--- src/hw/sdrci_pkg.sv ---
// Package for the SDRAM command interface: command codes, widths, timing counts.
// Assumes a 25 MHz core clock; all counts are in core clock cycles.
package sdrci_pkg;
  // ----------------------------------------
  // Widths
  // ----------------------------------------
  localparam int ADDR_W = 13;
  localparam int COL_W = 9;
  localparam int DATA_W = 16;
  localparam int MASK_W = 2;
  localparam int NBANK = 4;
  localparam int MEM_AW = 8;
  localparam int AUTO_PRECHARGE_BIT = 10;
  localparam int MODE_W = 12;
  localparam logic [11:0] MODE_RESET = 12'h000;
  // ----------------------------------------
  // Command codes {cs_n, ras_n, cas_n, we_n}
  // ----------------------------------------
  localparam logic [3:0] CMD_NOP = 4'h7;
  localparam logic [3:0] CMD_ACTIVE = 4'h3;
  localparam logic [3:0] CMD_READ = 4'h5;
  localparam logic [3:0] CMD_WRITE = 4'h4;
  localparam logic [3:0] CMD_TERM = 4'h6;
  localparam logic [3:0] CMD_PRECH = 4'h2;
  localparam logic [3:0] CMD_REFRESH = 4'h1;
  localparam logic [3:0] CMD_MODELOAD = 4'h0;
  // ----------------------------------------
  // Timing
  // ----------------------------------------
  localparam int CLK_PERIOD_NS = 40;
  localparam int PRECHARGE_RECOVERY_NS = 20;
  localparam int ACTIVATE_NS = 20;
  localparam int MODE_LOAD_DELAY_CK = 2;
  localparam int REFRESH_NS = 80;
  localparam int PRECHARGE_RECOVERY_CK = (PRECHARGE_RECOVERY_NS + CLK_PERIOD_NS - 1) / CLK_PERIOD_NS;
  localparam int ACTIVATE_CK = (ACTIVATE_NS + CLK_PERIOD_NS - 1) / CLK_PERIOD_NS;
  localparam int REFRESH_CK = (REFRESH_NS + CLK_PERIOD_NS - 1) / CLK_PERIOD_NS;
  localparam int READ_MASK_DELAY = 2;
  localparam logic [3:0] BURST_LEN = 4'h4;
  // Bank states
  typedef enum logic [2:0] {BK_IDLE, BK_ACTIVATING, BK_ACTIVE, BK_READING, BK_WRITING, BK_PRECHARGING} sdrci_bank_t;
endpackage

--- src/hw/sdrci_mem.sv ---
// Small byte-masked array standing in for the cell array.
// Assumes one access per cycle; read data are registered.
`timescale 1ns/1ps
module sdrci_mem
  import sdrci_pkg::*;
(
  // Clock
  input wire logic core_clk,
  // Write side
  input wire logic wrEn,
  input wire logic [MASK_W-1:0] wrByteEn,
  input wire logic [MEM_AW-1:0] wrAddr,
  input wire logic [DATA_W-1:0] wrData,
  // Read side
  input wire logic [MEM_AW-1:0] rdAddr,
  output logic [DATA_W-1:0] rdData
);
  // ----------------------------------------
  // Byte lanes
  // ----------------------------------------
  // Each lane owns its own cell array so no two processes write one array
  for (genvar b = 0; b < MASK_W; b++) begin : g_lane
    logic [7:0] cells [0:(1<<MEM_AW)-1];
    always_ff @(posedge core_clk) begin
      if (wrEn && wrByteEn[b]) begin
        cells[wrAddr] <= wrData[b*8 +: 8];
      end
      rdData[b*8 +: 8] <= cells[rdAddr]; // Registered read port
    end
  end
endmodule

--- src/hw/sdrci_core.sv ---
// Command decode, per-bank state, burst engine and mask timing of a four-bank SDRAM.
// Assumes the controller drives all inputs synchronous to core_clk and obeys timing.
`timescale 1ns/1ps
// How it works
// RULE_01 - All inputs are sampled on the rising core clock edge.
// RULE_02 - Command decoded from chip select, row, column strobe and write enable.
// RULE_03 - Chip select high ignores new commands; ongoing work continues.
// RULE_04 - No-operation starts nothing; ongoing operations continue.
// RULE_05 - Activate opens addressed row in selected bank until precharged.
// RULE_06 - Controller precharges a bank before opening another row there.
// RULE_07 - Read or write takes bank and column; bit 10 selects auto precharge.
// RULE_08 - Auto precharge closes the row at burst end, else row stays open.
// RULE_09 - Read mask high floats those data pins two clocks later.
// RULE_10 - Write mask applies in the data cycle; high bytes are left unchanged.
// RULE_11 - Precharge with bit 10 low closes one bank, high closes all.
// RULE_12 - Controller waits recovery time and activates before accessing again.
// RULE_13 - Burst terminate truncates the latest read or write burst.
// RULE_14 - Terminate code with clock enable low enters deepest sleep.
// RULE_15 - Refresh code: auto refresh with clock enable high, else self refresh.
// RULE_16 - Refresh uses internal row counter; other inputs are ignored.
// RULE_17 - Controller loads mode only with all banks idle, then waits.
// RULE_18 - Mode load writes address bits 11 to 0 into the mode register.
// RULE_19 - Controller keeps clock enable high except for sleep entries.
// RULE_20 - After mode load only no-operation or deselect until delay passes.
// RULE_21 - Per-bank state decides whether each decoded command is legal.
module sdrci_core
  import sdrci_pkg::*;
(
  // Clock and reset
  input wire logic core_clk,
  input wire logic srst,
  // Command pins
  input wire logic clkEn,
  input wire logic chipSel_n,
  input wire logic rowStrobe_n,
  input wire logic colStrobe_n,
  input wire logic writeEn_n,
  input wire logic bank_select_lo,
  input wire logic bank_select_hi,
  input wire logic [ADDR_W-1:0] addr,
  // Data pins
  input wire logic [MASK_W-1:0] byteMask,
  input wire logic [DATA_W-1:0] dataIn,
  output logic [DATA_W-1:0] dataOut,
  output logic [MASK_W-1:0] dataOe,
  // Status
  output logic [MODE_W-1:0] modeReg,
  output logic selfRefresh,
  output logic deepest_sleep,
  output logic illegalCmd,
  output logic [ADDR_W-1:0] refreshRow
);
  // ----------------------------------------
  // Decode
  // ----------------------------------------
  logic [3:0] cmd;
  logic [1:0] bank;
  logic asleep;
  assign cmd = {chipSel_n, rowStrobe_n, colStrobe_n, writeEn_n}; // RULE_01 RULE_02
  assign bank = {bank_select_hi, bank_select_lo};
  assign asleep = selfRefresh | deepest_sleep;
  logic isAct, isRd, isWr, isTerm, isPre, isRef, isMode, isSleepDp, isSleepSr;
  // Chip select high masks every code; sleep blocks all but wake
  assign isAct = !asleep && clkEn && cmd == CMD_ACTIVE; // RULE_03 RULE_04
  assign isRd = !asleep && clkEn && cmd == CMD_READ;
  assign isWr = !asleep && clkEn && cmd == CMD_WRITE;
  assign isTerm = !asleep && clkEn && cmd == CMD_TERM; // RULE_14
  assign isSleepDp = !asleep && !clkEn && cmd == CMD_TERM; // RULE_14
  assign isPre = !asleep && clkEn && cmd == CMD_PRECH;
  assign isRef = !asleep && clkEn && cmd == CMD_REFRESH; // RULE_15
  assign isSleepSr = !asleep && !clkEn && cmd == CMD_REFRESH; // RULE_15
  assign isMode = !asleep && clkEn && cmd == CMD_MODELOAD;

  // ----------------------------------------
  // Bank state and burst engine
  // ----------------------------------------
  sdrci_bank_t bankSt [NBANK], next_bankSt [NBANK];
  logic [ADDR_W-1:0] openRow [NBANK], next_openRow [NBANK];
  logic [1:0] bankTmr [NBANK], next_bankTmr [NBANK];
  logic [NBANK-1:0] apPend, next_apPend;
  logic [3:0] burstLeft, next_burstLeft;
  logic burstWr, next_burstWr;
  logic [1:0] burstBank, next_burstBank;
  logic [COL_W-1:0] burstCol, next_burstCol;
  logic [2:0] devTmr, next_devTmr;
  logic [MODE_W-1:0] next_modeReg;
  logic [ADDR_W-1:0] next_refreshRow;
  logic next_selfRefresh, next_sleep, next_illegal;
  logic allIdle;
  always_comb begin
    allIdle = 1'b1;
    for (int i = 0; i < NBANK; i++) begin
      allIdle = allIdle & (bankSt[i] == BK_IDLE);
    end
  end

  // Next state of banks, burst and device-wide timers
  always_comb begin
    next_burstLeft = burstLeft;
    next_burstWr = burstWr;
    next_burstBank = burstBank;
    next_burstCol = burstCol;
    next_apPend = apPend;
    next_devTmr = (devTmr != 3'h0) ? devTmr - 3'h1 : 3'h0;
    next_modeReg = modeReg;
    next_refreshRow = refreshRow;
    next_selfRefresh = selfRefresh && !clkEn;
    next_sleep = deepest_sleep && !clkEn;
    next_illegal = 1'b0;
    for (int i = 0; i < NBANK; i++) begin
      next_bankSt[i] = bankSt[i];
      next_openRow[i] = openRow[i];
      next_bankTmr[i] = (bankTmr[i] != 2'h0) ? bankTmr[i] - 2'h1 : 2'h0;
      unique case (bankSt[i])
        BK_ACTIVATING: if (bankTmr[i] <= 2'h1) next_bankSt[i] = BK_ACTIVE;
        BK_PRECHARGING: if (bankTmr[i] <= 2'h1) next_bankSt[i] = BK_IDLE;
        default: ;
      endcase
    end
    // Burst advance; natural end closes the row when auto precharge was set
    if (burstLeft != 4'h0) begin
      next_burstLeft = burstLeft - 4'h1;
      next_burstCol = burstCol + 9'h001;
      if (burstLeft == 4'h1) begin
        next_bankSt[burstBank] = apPend[burstBank] ? BK_PRECHARGING : BK_ACTIVE; // RULE_08
        next_bankTmr[burstBank] = 2'(PRECHARGE_RECOVERY_CK);
        next_apPend[burstBank] = 1'b0;
      end
    end
    // New command; a busy device refuses executable commands
    if (devTmr != 3'h0 && (isAct || isRd || isWr || isPre || isRef || isMode)) begin
      next_illegal = 1'b1;
    end else if (isAct) begin
      if (bankSt[bank] == BK_IDLE) begin // RULE_21
        next_bankSt[bank] = BK_ACTIVATING; // RULE_05
        next_openRow[bank] = addr;
        next_bankTmr[bank] = 2'(ACTIVATE_CK);
      end else begin
        next_illegal = 1'b1;
      end
    end else if (isRd || isWr) begin
      if (bankSt[bank] inside {BK_ACTIVE, BK_READING, BK_WRITING} && !apPend[bank]) begin // RULE_21
        if (burstLeft != 4'h0 && burstBank != bank) begin
          next_bankSt[burstBank] = apPend[burstBank] ? BK_PRECHARGING : BK_ACTIVE;
          next_bankTmr[burstBank] = 2'(PRECHARGE_RECOVERY_CK);
          next_apPend[burstBank] = 1'b0;
        end
        next_bankSt[bank] = isRd ? BK_READING : BK_WRITING;
        next_apPend[bank] = addr[AUTO_PRECHARGE_BIT]; // RULE_07
        next_burstLeft = BURST_LEN;
        next_burstWr = isWr;
        next_burstBank = bank;
        next_burstCol = addr[COL_W-1:0]; // RULE_07
      end else begin
        next_illegal = 1'b1;
      end
    end else if (isTerm) begin
      if (burstLeft != 4'h0) begin
        next_burstLeft = 4'h0; // RULE_13
        next_bankSt[burstBank] = apPend[burstBank] ? BK_PRECHARGING : BK_ACTIVE;
        next_bankTmr[burstBank] = 2'(PRECHARGE_RECOVERY_CK);
        next_apPend[burstBank] = 1'b0;
      end
    end else if (isPre) begin
      for (int i = 0; i < NBANK; i++) begin
        if ((addr[AUTO_PRECHARGE_BIT] || bank == 2'(i)) && bankSt[i] != BK_IDLE) begin // RULE_11
          next_bankSt[i] = BK_PRECHARGING;
          next_bankTmr[i] = 2'(PRECHARGE_RECOVERY_CK);
          next_apPend[i] = 1'b0;
          if (burstBank == 2'(i)) next_burstLeft = 4'h0;
        end
      end
    end else if (isRef || isSleepSr || isMode || isSleepDp) begin
      if (!allIdle) begin
        next_illegal = 1'b1;
      end else if (isRef) begin
        next_refreshRow = refreshRow + 13'h0001; // RULE_16
        next_devTmr = 3'(REFRESH_CK);
      end else if (isSleepSr) begin
        next_selfRefresh = 1'b1;
      end else if (isMode) begin
        next_modeReg = addr[MODE_W-1:0]; // RULE_18
        next_devTmr = 3'(MODE_LOAD_DELAY_CK);
      end else begin
        next_sleep = 1'b1;
      end
    end
  end

  // Register bank, burst and device state
  always_ff @(posedge core_clk) begin
    if (srst) begin
      for (int i = 0; i < NBANK; i++) begin
        bankSt[i] <= BK_IDLE;
        openRow[i] <= '0;
        bankTmr[i] <= 2'h0;
      end
      apPend <= '0;
      burstLeft <= 4'h0;
      burstWr <= 1'b0;
      burstBank <= 2'h0;
      burstCol <= '0;
      devTmr <= 3'h0;
      modeReg <= MODE_RESET;
      refreshRow <= '0;
      selfRefresh <= 1'b0;
      deepest_sleep <= 1'b0;
      illegalCmd <= 1'b0;
    end else begin
      bankSt <= next_bankSt;
      openRow <= next_openRow;
      bankTmr <= next_bankTmr;
      apPend <= next_apPend;
      burstLeft <= next_burstLeft;
      burstWr <= next_burstWr;
      burstBank <= next_burstBank;
      burstCol <= next_burstCol;
      devTmr <= next_devTmr;
      modeReg <= next_modeReg;
      refreshRow <= next_refreshRow;
      selfRefresh <= next_selfRefresh;
      deepest_sleep <= next_sleep;
      illegalCmd <= next_illegal;
    end
  end

  // ----------------------------------------
  // Data path
  // ----------------------------------------
  logic wrBeat, rdBeat;
  logic [MEM_AW-1:0] beatAddr;
  logic [DATA_W-1:0] memRd;
  assign wrBeat = (burstLeft != 4'h0) && burstWr;
  assign rdBeat = (burstLeft != 4'h0) && !burstWr;
  // Array index folds bank and low column bits; the small array aliases rows
  assign beatAddr = {burstBank, burstCol[MEM_AW-3:0]};
  // Write beats start the cycle after the write command is taken
  sdrci_mem u_mem (
    .core_clk(core_clk),
    .wrEn(wrBeat),
    .wrByteEn(~byteMask), // RULE_10
    .wrAddr(beatAddr),
    .wrData(dataIn),
    .rdAddr(beatAddr),
    .rdData(memRd)
  );
  // Read valid and mask pipelines, both two clocks deep
  logic [MASK_W-1:0] maskDly1, maskDly2, next_maskDly1, next_maskDly2;
  logic rdDly1, rdDly2, next_rdDly1, next_rdDly2;
  logic [DATA_W-1:0] next_dataOut;
  always_comb begin
    next_maskDly1 = byteMask;
    next_maskDly2 = maskDly1;
    next_rdDly1 = rdBeat;
    next_rdDly2 = rdDly1;
    next_dataOut = memRd;
  end
  always_ff @(posedge core_clk) begin
    if (srst) begin
      maskDly1 <= '0;
      maskDly2 <= '0;
      rdDly1 <= 1'b0;
      rdDly2 <= 1'b0;
      dataOut <= '0;
    end else begin
      maskDly1 <= next_maskDly1;
      maskDly2 <= next_maskDly2; // RULE_09
      rdDly1 <= next_rdDly1;
      rdDly2 <= next_rdDly2;
      dataOut <= next_dataOut;
    end
  end
  assign dataOe = {MASK_W{rdDly2}} & ~maskDly2; // RULE_09
endmodule

--- config.mk ---
export PLATFORM = sky130hd
export DESIGN_NAME = sdrci_core
export DESIGN_NICKNAME = d
export VERILOG_FILES = /design/src/hw/sdrci_pkg.sv /design/src/hw/sdrci_mem.sv /design/src/hw/sdrci_core.sv
export SDC_FILE = /design/constraint.sdc
export NUM_CORES = 2
export LEC_CHECK = 0
export BUFFER_PORTS_ARGS = -buffer_cell sky130_fd_sc_hd__buf_2
export CAP_MARGIN = 30
export CORE_MARGIN = 3
export CORE_UTILIZATION = 38
export CTS_BUF_LIST = sky130_fd_sc_hd__clkbuf_4
export DETAILED_ROUTE_END_ITERATION = 12
export PLACE_DENSITY_LB_ADDON = 0.2
export SETUP_SLACK_MARGIN = 0.15
export SYNTH_ARGS = -nofsm -noshare
export SYNTH_HDL_FRONTEND = slang
export SYNTH_SLANG_ARGS = --single-unit
--- constraint.sdc ---
create_clock -name core_clk -period 5.9 [get_ports core_clk]
set_input_delay 0.885 -clock core_clk [delete_from_list [all_inputs] [get_ports core_clk]]
set_output_delay 0.885 -clock core_clk [all_outputs]
set_load 0.01 [all_outputs]
* Word level (Yosys, flattened, before mapping)
Memory sizes are Yosys's and may differ from the RTL's. A register that Yosys moved wholly into a read port is not among the register bits. Index checks and enable logic that the tools add are counted.
Cells by class: multiplexer cells 157, reductions and logical operators 67, bitwise gates (word level) 30, add/sub/neg operators 8, order comparisons 12, equal/unequal tests 25
Operators with widths (count):
- $mux W12 | 15
- $mux W4 | 30
- $mux W8 | 11
- $mux W3 | 29
- $mux W9 | 5
- $mux W1 | 40
- $bwmux W12 | 3
- $logic_and A1 B1 Y1 | 28
- $pmux W3 S2 | 4
- $and A4 B4 Y4 | 5
- $mux W2 | 10
- $reduce_bool A3 Y1 | 6
- $or A4 B4 Y4 | 4
- $eq A3 B3 Y1 const B | 5
- $logic_not A3 Y1 | 5
- $add A13 B1 Y13 const B | 1
- $logic_or A1 B1 Y1 | 13
- $demux W3 S2 | 2
- $eq A3 B1 Y1 const B | 4
- $eq A4 B3 Y1 const B | 3
- $not A4 Y4 | 3
- $reduce_and A10 Y1 | 1
- $add A9 B1 Y9 const B | 1
- $and A8 B8 Y8 | 1
- 33 further kinds | 70
Storage, ports and cells: output and inout bits 46, memories kept 2, register bits 93, input port bits 40, bits in writable memories 4096, word-level logic and storage cells 325
Memory list:
- u_mem.g_lane[0].cells | depth 256, width 8, rd ports 1, clocked after memory_dff 1, wr ports 1, line sdrci_mem.sv:23 | logic [7:0] cells [0:(1<<MEM_AW)-1];
- u_mem.g_lane[1].cells | depth 256, width 8, rd ports 1, clocked after memory_dff 1, wr ports 1, line sdrci_mem.sv:23

* Depth between registers and ports, before layout
word-level depth 19, gate-level depth with buffers 12

* Hierarchy
From an unflattened synthesis, not the netlist that was laid out.
Unflattened totals: cell total of the unflattened synthesis 8355, area total of the unflattened synthesis 165660.1 µm²
By module, submodules not included:
- sdrci_mem | instances 1, cells an instance 7725, area each 160452.6 µm²
- sdrci_core | instances 1, cells an instance 630, area each 5207.5 µm²

* Worst setup path after synthesis
OpenSTA, ideal clock, no wires.
path type register to register, from register burstCol[0], to memory u_mem.g_lane[1].cells[142][0] (enable), setup slack 2.890 ns, library setup time 0.370 ns, data arrival time 2.640 ns, period minus slack after synthesis 3.010 ns, required time 5.530 ns, cell stages (with the launch flop) 13, path through dfxtp_1 buf_6 buf_6 buf_6 buf_4 buf_4 buf_4 inv_1 ha_1 clkbuf_1 nand3_1 clkbuf_1 nor2_1
RTL lines:
- start, declared | line sdrci_core.sv:84 | logic [COL_W-1:0] burstCol, next_burstCol;
- start signal, assigned | line sdrci_core.sv:217 | burstCol <= next_burstCol;
- end, declared | line sdrci_mem.sv:23
No word-level cell before the write port.

==> impl_metrics.yaml <==
final_layout:
  drive_gt1_share_pct: 35.9
  seq_area_um2: 125000
  area_growth_pct: 14.1
  final_common_cell: "edfxtp_1"
  nFillCells: 37200
  layout_common_cells: "edfxtp_1 (4,096), clkbuf_4 (1,689), mux4_2 (1,166)"
  finalNetCount: 8665
  multi_input_area_um2: 36200
setup_path:
  crit_end: "u_mem.rdData[13]"
  crit_start: "burstCol[0]"
  crit_fanout: 27
  critPathLaunchType: "flip-flop"
  reg2reg_from: "burstCol[0]"
  cp.required_ns: 7.34
  ff2ff_path_depth: 9
  reg2reg_slack_ns: 1.62
  worstSetupPathType: "flip-flop to flip-flop"
  setup.worst_path.end_class: "flip-flop"
  r2r-end: "u_mem.rdData[13]"
  cp.arrival_ns: 5.71
detailed_routing:
  drt_iter0_markers: 10200
  post-route-drc-count: 0
  wirelength_um: 469000
  vias: 84600
  wl_per_cell_um: 31.2
  ant_nets: 0
  routed_via_density: 5.63
  dr.pass1.iters: 8
cts:
  clockBufferDepth: 5
  path_clk_slew_ns: 0.06
  cts_tree: "yes"
  cts_resized: 0
  cts-buffers-inserted: 1183
  cts-root-buf: "clkbuf_4"
  ctsHoldBuffers: 69
  htreeDepth: 7
  cts_post_setup_buffers_inserted: 0
  clock-sinks: 4202
  clk_latency_ns: 1.62
timing:
  max_freq_mhz: 234
  tns_ns: 0
  skew_ns: 0.108
  setup_viol: 0
  finalCritPeriodShare_pct: 72.5
  slew_headroom_pct: 17.0
  min_period_ns: 4.28
  drv_slew: 0
  final_hold_viol_count: 0
  tightest_slew_ns: 1.25
  fin_ws_ns: 1.62
  rsz0062_at_grt: "no"
  holdWs_ns: 0.239
worst_hold_path:
  hold_path.class: "input pin to flip-flop"
logic_synthesis:
  ys_seq_area_share_pct: 76.6
  synthCells: 7458
  synth_edf_count: 4096
  synth_fp_nets: 7507
  ys_ff_latch: 4202
  synth_cell_type_count: 81
  synth-warning-count: 0
  synthArstFlopShare_pct: 0
  ys.flop_type: "edfxtp_1"
  syn_avg_cell_area_um2: 21.9
  synthTopCellsByArea: "edfxtp_1 (75%), mux4_2 (16%), nor2_1 (1.4%)"
  netlist.area_leader.share_pct: 75.3
  synth_area_leader_cell: "edfxtp_1"
  mappedNetlistArea_um2: 163000
power_and_ir_drop:
  ir_worst_vdd_v: 0.000272
  power.density_nw_per_um2: 404
  power.leakage_nw: 57.3
die:
  coreArea_um2: 428000
  die-width_um: 662
  io-pin-count: 86
  die_area_um2: 438000
  start_util_pct: 38.2
  die_h_um: 662
  rows: 240
grt:
  grt_overflow: 0
  antenna_found_initial: 40
  track_usage_pct: 21.5
  grt_pass1_vias: 87200
  grt_max_degree: 165
  grt_pass1_wl_um: 657000
status:
  status: "finished, final reports clean"
placed_design:
  dp_hpwl_um: 283000
  post-place-ws_ns: 1.67
  gp_congestion: 0.848
  place.port_buffers: 84
job:
  cap_viol_max_count: 0
==> Yosys cell counts, drive strengths merged, types with 25 or more instances <==
cell type,n
buf,224
a22o,27
nor2,593
clkbuf,215
dfxtp,106
nand2,167
mux4,1178
nand3,52
a22oi,51
edfxtp,4096
o21ai,49
o22ai,77
nor2b,39
nor3,33
mux2i,165
nand4,25
a21oi,67
==> sequential cells by signal, indices dropped and copies added, names as in the netlist, 6 cells and up <==
name	count
bankTmr	8
burstCol	6
refreshRow	13
u_mem.rdData	16
dataOut	16
bankSt	12
modeReg	12
u_mem.g_lane.cells	4096
==> final cells by class <==
type	count	area share, %
diodes	12	0.0161
clock buffers	1689	6.80
clock inverters	213	0.665
inverters	11	0.0222
multi-input cells	2806	19.4
flip-flops and latches	4202	67.1
well taps	5687	3.82
repair buffers	412	2.15
==> logic make-up (layout without fill, tap and decap cells) <==
kind of cell / after synthesis / after routing / share of synthesized area (%)
multiplexers: 1351 / 1351 / 17.3
flip-flops: 4202 / 4202 / 76.6
buffers and inverters: 450 / 2325 / 1.43
XOR/XNOR: 16 / 16 / 0.0858
other: 0 / 12 / 0
adder cells (fa/ha/maj): 9 / 9 / 0.0689
AO/OA/AOI/OAI: 412 / 412 / 1.75
AND/OR/NAND/NOR: 1018 / 1018 / 2.72
==> power breakdown <==
part           total [mW]  leakage, nW  internal [mW]  switching (mW)
clock network        25.4         8.41           13.7            11.7
registers            33.1         37.7           32.9           0.204
logic                16.9         11.2           7.52            9.41
total                75.3         57.3           54.0            21.3
==> metal layers <==
metal | up-vias | part of all wire (%) | global-route usage (%) | routed length [um]
met1 | 45300 | 41 | 29.6 | 194000
li1 | 34400 | - | - | -
met3 | 718 | 8.9 | 5.93 | 41600
met5 | - | 0.0098 | 0 | 46
met2 | 4217 | 47 | 33.1 | 221000
met4 | 6 | 2.6 | 7.36 | 12000
==> through the flow <==
step,power [mW],cell area (um^2),utilization [%],cells
floorplan,44.6,163000,-,7458
global placement,50.7,171000,40.1,13000
detailed placement,50.8,172000,40.1,13000
CTS,76.3,186000,43.5,15000
global route,78.6,186000,43.6,15000
finish,75.3,186000,43.6,15000
==> critical path, stage by stage (launching register included) <==
cell and delay, ns:
dfxtp_4 0.58, buf_16 0.32, buf_12 0.27, buf_4 0.52, mux4_2 0.59, a22o_1 0.25, a221oi_1 0.91, o22ai_1 0.21
o21ai_0 0.22, nand4_1 0.15
==> worst min-delay path by stage <==
stage / depth (start not counted) / from / to
6_report: 2 / dataIn[3] / u_mem.g_lane[0].cells[17][3]
5_1_grt: 2 / dataIn[0] / u_mem.g_lane[0].cells[15][0]
4_1_cts: 4 / addr[3] / burstCol[3]
3_5_place_dp: 1 / maskDly1[0] / maskDly2[0]
3_3_place_gp: 1 / maskDly1[0] / maskDly2[0]
2_1_floorplan: 1 / u_mem.rdData[0] / dataOut[0]
Note: power is estimated with default switching activity, not from simulation.
